**src/common/asm_pkg.sv**
```systemverilog
// Package for the asynchronous SRAM host controller.
// Assumes a single 200 MHz clock; timing counts are derived here.
`default_nettype none
package asm_pkg;
    localparam int ADDR_W = 16;
    localparam int DATA_W = 16;
    localparam int BYTE_W = 8;
    localparam int CLK_MHZ = 200;
    // Power-on wait before first access, microseconds
    localparam int POWER_US = 100;
    localparam int POWER_CYC = POWER_US * CLK_MHZ;
    // Access phases in cycles (5 ns each); covers slowest speed grade
    localparam int ACC_NS = 15;
    localparam int ACC_CYC = (ACC_NS * CLK_MHZ + 999) / 1000;
    localparam int CNT_W = 16;
    // Depth of the read data synchroniser, in cycles
    localparam int SYNC_CYC = 2;
    localparam logic [1:0] LANES_OFF = 2'h3;

    typedef struct packed {
        logic [ADDR_W-1:0] addr;
        logic [DATA_W-1:0] wdata;
        logic [1:0]        lane_n;
        logic              write;
    } asm_req_t;

    typedef struct packed {
        logic              chip_sel_n;
        logic              out_drive_n;
        logic              wr_strobe_n;
        logic              low_lane_enable_n;
        logic              high_lane_enable_n;
    } asm_ctl_t;

    typedef enum logic [2:0] {
        ASM_POWER, ASM_IDLE, ASM_RD, ASM_WR, ASM_WR_END
    } asm_state_t;
endpackage
`default_nettype wire

```
**src/hdl/asm_host.sv**
```systemverilog
// Host controller driving an asynchronous 64K x 16 SRAM through its pins.
// Assumes the memory sits on the board pins; data bus is split in/out/oe.
// Function
// The memory holds 65,536 16-bit words in two separately usable lanes.
// Select, output drive, write strobe and both lane enables are active low.
// With select high the memory ignores other controls and floats its bus.
// Select and output drive low with strobe high reads enabled lanes.
// Select and strobe low write enabled lanes and the memory never drives.
// Output drive and strobe both high, or both lanes off, means no access.
// A write lasts while select, strobe and a lane enable are all low.
// Write data setup and hold are timed to the signal that ends the write.
// Select and strobe rising together leave the memory bus floating.
// The host waits at least 100 us after power before the first access.
// Address changes under a held read give new data without new strobes.
// The host holds the write strobe high throughout every read.
// The address is valid no later than select falls on a read.
// Contents are kept across standby and disabled periods while powered.
`default_nettype none
module asm_host
    import asm_pkg::*;
#(
    parameter int POWER_WAIT = POWER_CYC
)(
    // Clock and reset
    input  wire logic              CLK,
    input  wire logic              NRST,
    // Request side
    input  wire logic              REQ_VALID,
    output logic                   REQ_READY,
    input  wire asm_req_t          REQ,
    output logic                   RSP_VALID,
    output logic [DATA_W-1:0]      RSP_DATA,
    // Memory pins
    output logic [ADDR_W-1:0]      MEM_ADDR,
    output asm_ctl_t               MEM_CTL,
    input  wire logic [DATA_W-1:0] MEM_DQ_IN,
    output logic [DATA_W-1:0]      MEM_DQ_OUT,
    output logic                   MEM_DQ_OE
);
    asm_state_t        state;
    logic [CNT_W-1:0]  cnt;
    logic [DATA_W-1:0] dq_s1;
    logic [DATA_W-1:0] dq_s2;
    logic              rd_op;
    logic              hit_end;

    assign hit_end = (cnt == CNT_W'(0));
    // Only accept after the power wait and when idle
    assign REQ_READY = (state == ASM_IDLE);

    // All lanes off is no access at all, so such requests are dropped
    function automatic logic req_live(input asm_req_t r);
        return r.lane_n != LANES_OFF;
    endfunction

    // Pin data passes two flops before use
    always_ff @(posedge CLK)
    begin
        dq_s1 <= MEM_DQ_IN;
        dq_s2 <= dq_s1;
    end

    always_ff @(posedge CLK)
    begin
        if (!NRST)
        begin
            state <= ASM_POWER;
            cnt   <= CNT_W'(POWER_WAIT - 1);
            rd_op <= 1'b0;
        end
        else
        begin
            unique case (state)
                ASM_POWER:
                    if (hit_end)
                        state <= ASM_IDLE;
                    else
                        cnt <= cnt - CNT_W'(1);
                ASM_IDLE:
                    if (REQ_VALID && req_live(REQ))
                    begin
                        rd_op <= !REQ.write;
                        // Extra two cycles let read data cross the synchroniser
                        cnt   <= REQ.write ? CNT_W'(ACC_CYC)
                                           : CNT_W'(ACC_CYC + SYNC_CYC);
                        state <= REQ.write ? ASM_WR : ASM_RD;
                    end
                ASM_RD:
                    // Idle turnaround: the memory needs time to float its
                    // outputs before the host may drive a following write
                    if (hit_end)
                        state <= ASM_WR_END;
                    else
                        cnt <= cnt - CNT_W'(1);
                ASM_WR:
                    if (hit_end)
                        state <= ASM_WR_END;
                    else
                        cnt <= cnt - CNT_W'(1);
                ASM_WR_END:
                    state <= ASM_IDLE;
                default:
                    state <= ASM_IDLE;
            endcase
        end
    end

    // Address and data latched at request; held through the strobe
    always_ff @(posedge CLK)
    begin
        if (!NRST)
        begin
            MEM_ADDR   <= '0;
            MEM_DQ_OUT <= '0;
            MEM_CTL    <= '1;
            MEM_DQ_OE  <= 1'b0;
        end
        else
        begin
            unique case (state)
                ASM_IDLE:
                    if (REQ_READY && REQ_VALID && req_live(REQ))
                    begin
                        MEM_ADDR   <= REQ.addr;
                        MEM_DQ_OUT <= REQ.wdata;
                        MEM_CTL.chip_sel_n  <= 1'b0;
                        MEM_CTL.out_drive_n <= REQ.write;
                        MEM_CTL.wr_strobe_n <= !REQ.write;
                        MEM_CTL.low_lane_enable_n  <= REQ.lane_n[0];
                        MEM_CTL.high_lane_enable_n <= REQ.lane_n[1];
                        MEM_DQ_OE  <= REQ.write;
                    end
                ASM_RD:
                    if (hit_end)
                        MEM_CTL <= '1;
                ASM_WR:
                    // Strobe and select rise together; data held one cycle after end
                    if (hit_end)
                        MEM_CTL <= '1;
                ASM_WR_END:
                    MEM_DQ_OE <= 1'b0;
                default:
                    MEM_CTL <= '1;
            endcase
        end
    end

    // Read data captured on the last cycle of the read window
    always_ff @(posedge CLK)
    begin
        if (!NRST)
        begin
            RSP_VALID <= 1'b0;
            RSP_DATA  <= '0;
        end
        else
        begin
            RSP_VALID <= (state == ASM_RD) && hit_end && rd_op;
            if ((state == ASM_RD) && hit_end)
                RSP_DATA <= dq_s2;
        end
    end

    AST_STROBE_HIGH_ON_READ:
        assert property (@(posedge CLK) disable iff (!NRST)
            (state == ASM_RD) |-> MEM_CTL.wr_strobe_n)
        else $error("write strobe low during read");
    AST_NO_DRIVE_ON_READ:
        assert property (@(posedge CLK) disable iff (!NRST)
            !MEM_CTL.out_drive_n |-> !MEM_DQ_OE)
        else $error("host drives bus while memory output enabled");
    AST_DATA_HOLD:
        assert property (@(posedge CLK) disable iff (!NRST)
            $rose(MEM_CTL.wr_strobe_n) |-> MEM_DQ_OE && $stable(MEM_DQ_OUT))
        else $error("write data not held at write end");
    AST_ADDR_STABLE:
        assert property (@(posedge CLK) disable iff (!NRST)
            !MEM_CTL.chip_sel_n && !$rose(!MEM_CTL.chip_sel_n)
            |-> $stable(MEM_ADDR))
        else $error("address moved while selected");
    AST_POWER_WAIT:
        assert property (@(posedge CLK) disable iff (!NRST)
            (state == ASM_POWER) |-> MEM_CTL.chip_sel_n)
        else $error("access during power wait");
    AST_WRITE_LEN:
        assert property (@(posedge CLK) disable iff (!NRST)
            $fell(MEM_CTL.wr_strobe_n) |-> !MEM_CTL.wr_strobe_n [*3])
        else $error("write pulse too short");
    AST_READ_RESP:
        assert property (@(posedge CLK) disable iff (!NRST)
            $fell(MEM_CTL.out_drive_n) |-> ##[5:6] RSP_VALID)
        else $error("read response late");
    AST_LANES_ON:
        assert property (@(posedge CLK) disable iff (!NRST)
            !MEM_CTL.chip_sel_n |->
            !(MEM_CTL.low_lane_enable_n && MEM_CTL.high_lane_enable_n))
        else $error("select with no lane enabled");
    // Write ends by strobe and select rising on one edge
    AST_END_TOGETHER:
        assert property (@(posedge CLK) disable iff (!NRST)
            $rose(MEM_CTL.wr_strobe_n) |-> $rose(MEM_CTL.chip_sel_n))
        else $error("strobe and select did not rise together");
    AST_WRITE_ADDR_HOLD:
        assert property (@(posedge CLK) disable iff (!NRST)
            $rose(MEM_CTL.wr_strobe_n) |-> $stable(MEM_ADDR))
        else $error("address moved at write end");
    // Catches a write launched before read data has floated
    AST_TURNAROUND:
        assert property (@(posedge CLK) disable iff (!NRST)
            $rose(MEM_DQ_OE) |-> $past(MEM_CTL.out_drive_n, 2))
        else $error("host drove bus right after a read");
    AST_LANES_STEADY:
        assert property (@(posedge CLK) disable iff (!NRST)
            !MEM_CTL.chip_sel_n && !$past(MEM_CTL.chip_sel_n)
            |-> $stable({MEM_CTL.low_lane_enable_n,
                         MEM_CTL.high_lane_enable_n}))
        else $error("lane enables moved while selected");
    AST_STROBE_ONLY_WRITE:
        assert property (@(posedge CLK) disable iff (!NRST)
            !MEM_CTL.wr_strobe_n |-> MEM_DQ_OE && MEM_CTL.out_drive_n)
        else $error("write strobe low without write drive");
endmodule // asm_host
`default_nettype wire

```
**config.mk**
```make
export PLATFORM = sky130hd
export DESIGN_NAME = asm_host
export DESIGN_NICKNAME = d
export VERILOG_FILES = /design/src/common/asm_pkg.sv /design/src/hdl/asm_host.sv
export SDC_FILE = /design/constraint.sdc
export NUM_CORES = 1
export LEC_CHECK = 0
export BUFFER_PORTS_ARGS = -buffer_cell sky130_fd_sc_hd__buf_2
export CORE_MARGIN = 2
export CORE_UTILIZATION = 51
export CTS_CLUSTER_SIZE = 25
export DETAILED_ROUTE_END_ITERATION = 7
export HOLD_SLACK_MARGIN = 0.08
export MAX_ROUTING_LAYER = met4
export PLACE_DENSITY = 0.79
export SETUP_SLACK_MARGIN = 0.05
export SLEW_MARGIN = 20
export SYNTH_ARGS = -nofsm -noshare
export SYNTH_HDL_FRONTEND = slang
export SYNTH_SLANG_ARGS = --single-unit
```
**constraint.sdc**
```tcl
create_clock -name CLK -period 2.55 [get_ports CLK]
set_input_delay 0.255 -clock CLK [delete_from_list [all_inputs] [get_ports CLK]]
set_output_delay 0.255 -clock CLK [all_outputs]
set_load 0.02 [all_outputs]
```
==> impl_metrics.yaml <==
floorplanning:
  die_h_um: 90.1
  die_w_um: 90.1
  initial_core_util_pct: 52.5
  die_area_sq_um: 8130
  row_count: 31
  io_pins: 110
  core_area_sq_um: 7210
sta:
  slew_violations: 0
  maxSlewHeadroom_pct: 59.6
  final.min_clock_period_ns: 1.99
  setup_ws_ns: 0.563
  hold_ws_ns: 0.120
  rsz0062_at_grt: "no"
  period_share_pct: 77.9
  skew_ns: 0.0225
  worst_pin_slew_ns: 0.607
  finalHoldViolCount: 0
  setup_viol: 0
  clock.fmax_mhz: 503
  setup_tns_ns: 0
drt:
  wl_per_cell_um: 12.9
  num_vias: 3091
  drc_errors: 0
  ant_nets: 0
  avgViaCountPerCell: 4.97
  drtIter0Drc: 122
  first_pass_iters: 4
  totalWireLength_mm: 8.05
grt:
  antenna_found_initial: 0
  grt_overflow_total: 0
  grt_use_total_pct: 20.6
  grt_pass1_wl_mm: 13.2
  grt_pass1_vias: 2976
  grt_max_degree: 29
placement:
  placed_area_sq_um: 4410
  routabilityCongestion: 0.864
  portBuffers: 109
  pre_cts_ws_ns: 0.566
  dp_hpwl_mm: 5.55
worst_hold_path:
  hold_path_class: "primary input to flop"
setup_path:
  path_max_fanout: 16
  max_stage_delay_ns: 0.60
  worst_ep_required_time_ns: 2.80
  critPathKind: "flop to flop"
  path_cells: "inv_1 > ha_1 > nor3b_1 > nand4_2 > or3_1 > nand2_1 > a21boi_0"
  crit_arrival_ns: 2.24
  cp_slowest_cell: "or3_1"
  startpoint_type: "flop"
  endpoint_kind: "flop"
synth:
  ys_warn_count: 0
  yosysMostFrequentCell: "nand2_1"
  syn-instance-count: 396
  synthTopCellsByArea: "dfxtp_1 (57%), nand2_1 (12%), a21boi_0 (7.9%)"
  syn_area_sq_um: 3780
  synth_top_area_share_pct: 56.6
  ys.flop_type: "dfxtp_1"
  synth.top_cells.by_count: "nand2_1 (120), dfxtp_1 (107), a21boi_0 (40), clkbuf_1 (15), nor2_1 (15)"
  synthArstFlopShare_pct: 0
  yosysSeqAreaShare_pct: 56.6
  syn_nets: 451
  avgSynthCellArea_sq_um: 9.56
  synth_edf_count: 0
  yosysTopAreaCell: "dfxtp_1"
  synth-seq-cells: 107
  ys_types: 42
final_layout:
  final_layout_size_suffix_gt1_share_pct: 29.6
  final_nets: 573
  syn2layout_area_growth_pct: 26.1
  fin_area_sq_um: 4770
  diodes: 0
power:
  power.total_mw: 2.83
  pwr_density_cell_nw_per_um2: 592
  vdd_drop_max_uv: 403
  p_leak_nw: 2.02
cts:
  clock_path_buffers: 2
  numClockSinks: 107
  cts_made_buffers: 9
  cts_tree: "built"
  clk-insertion-delay-late_ns: 0.37
  htree_num_levels: 3
  cts-root-buf: "clkbuf_8"
  clk_pin_slew_worst_paths_ns: 0.11
status:
  run_status: "completed"
run:
  maxCapViolCount: 0
==> per-layer routing <==
metal  global-route usage, %  part of all wire [%]  up-vias
li1                        -                     -     1554
met1                    24.0                    42     1430
met2                    34.0                    50       89
met3                    4.27                   4.8       18
met4                    10.3                   2.4        0
met5                       -                     0        -
==> metrics by stage <==
step           cells  util (%)
3_3_place_gp     590      61.1
2_1_floorplan    396         -
4_1_cts          622      66.1
5_1_grt          622      66.1
3_5_place_dp     590      61.1
6_report         622      66.1
==> state kept, by name (all words and copies together) (netlist names) <==
| name | cells |
|---|---|
| rd_op | 1 |
| dq_s2 | 16 |
| cnt | 16 |
| RSP_VALID | 1 |
| RSP_DATA | 16 |
| MEM_CTL | 5 |
| MEM_DQ_OUT | 16 |
| MEM_ADDR | 16 |
| MEM_DQ_OE | 1 |
| state | 3 |
| dq_s1 | 16 |
==> layout make-up <==
cell class                      count  area [sq um]
Tap cell                           99           124
Clock inverter                      6          63.8
Multi-Input combinational cell    261          1510
Clock buffer                       10           138
Sequential cell                   107          2140
Timing Repair Buffer              134           773
Inverter                            5          18.8
Fill cell                         602          2440
==> kinds of logic (layout without fill, tap and decap cells) <==
| group | count (synthesis) | in the layout | synth area share, % |
|---|---|---|---|
| flip-flops | 107 | 107 | 56.6 |
| buffers and inverters | 28 | 155 | 3.44 |
| AND/OR/NAND/NOR | 171 | 171 | 21.4 |
| AO/OA/AOI/OAI | 79 | 79 | 15.9 |
| adder cells (fa/ha/maj) | 1 | 1 | 0.331 |
| XOR/XNOR | 10 | 10 | 2.31 |
==> power breakdown <==
| group | internal (mW) | switching (mW) | total [mW] |
|---|---|---|---|
| Clock | 0.409 | 0.602 | 1.01 |
| Combinational | 0.0647 | 0.0406 | 0.105 |
| Sequential | 1.70 | 0.0101 | 1.71 |
| Total | 2.17 | 0.653 | 2.83 |
==> final timing paths <==
path                                           from                           to  slack [ns]  depth (start not counted)
worst min register to register    dq_s1[10]$_DFF_P_            dq_s2[10]$_DFF_P_        0.34                          0
worst min-delay path                        REQ[18]  MEM_DQ_OUT[15]$_SDFFE_PN0P_        0.12                          3
worst max-delay path            cnt[0]$_SDFFE_PN1P_     RSP_DATA[0]$_SDFFE_PN0P_        0.56                          7
worst max register to register  cnt[0]$_SDFFE_PN1P_     RSP_DATA[0]$_SDFFE_PN0P_        0.56                          7
==> critical path: cells and delay by family, from the launching register on <==
kind / cells / cell delay, ns
DFF: 1 / 0.32
and+or+nand+nor: 4 / 1.13
AOI/OAI and AO/OA: 1 / 0.09
buffers and inverters: 1 / 0.09
adders and majority gates: 1 / 0.24
==> cells in the final DEF, fill, tap and decap left out, drive strengths merged, types with 2 or more instances in the layout <==
cell type	instances
clkbuf	10
o211ai	2
o211a	3
o22ai	2
nand2b	3
dlygate4sd3	16
nand3	3
a21boi	50
dfxtp	107
nand2	122
inv	8
nand4	5
clkinv	2
and2	4
o2111ai	3
nor2	15
and3	4
nor3	3
nor2b	2
nand4b	2
o221ai	2
nor4	3
a21oi	5
o21ai	9
buf	118
xor2	9
nor3b	3
==> timing repair <==
action	in CTS	in global routing
gates resized for setup	0	0
hold buffers	16	0
endpoints found under the setup margin	0	0
endpoints found under the hold margin	16	0
buffers inserted	0	0
Note: power is estimated with default switching activity, not from simulation.
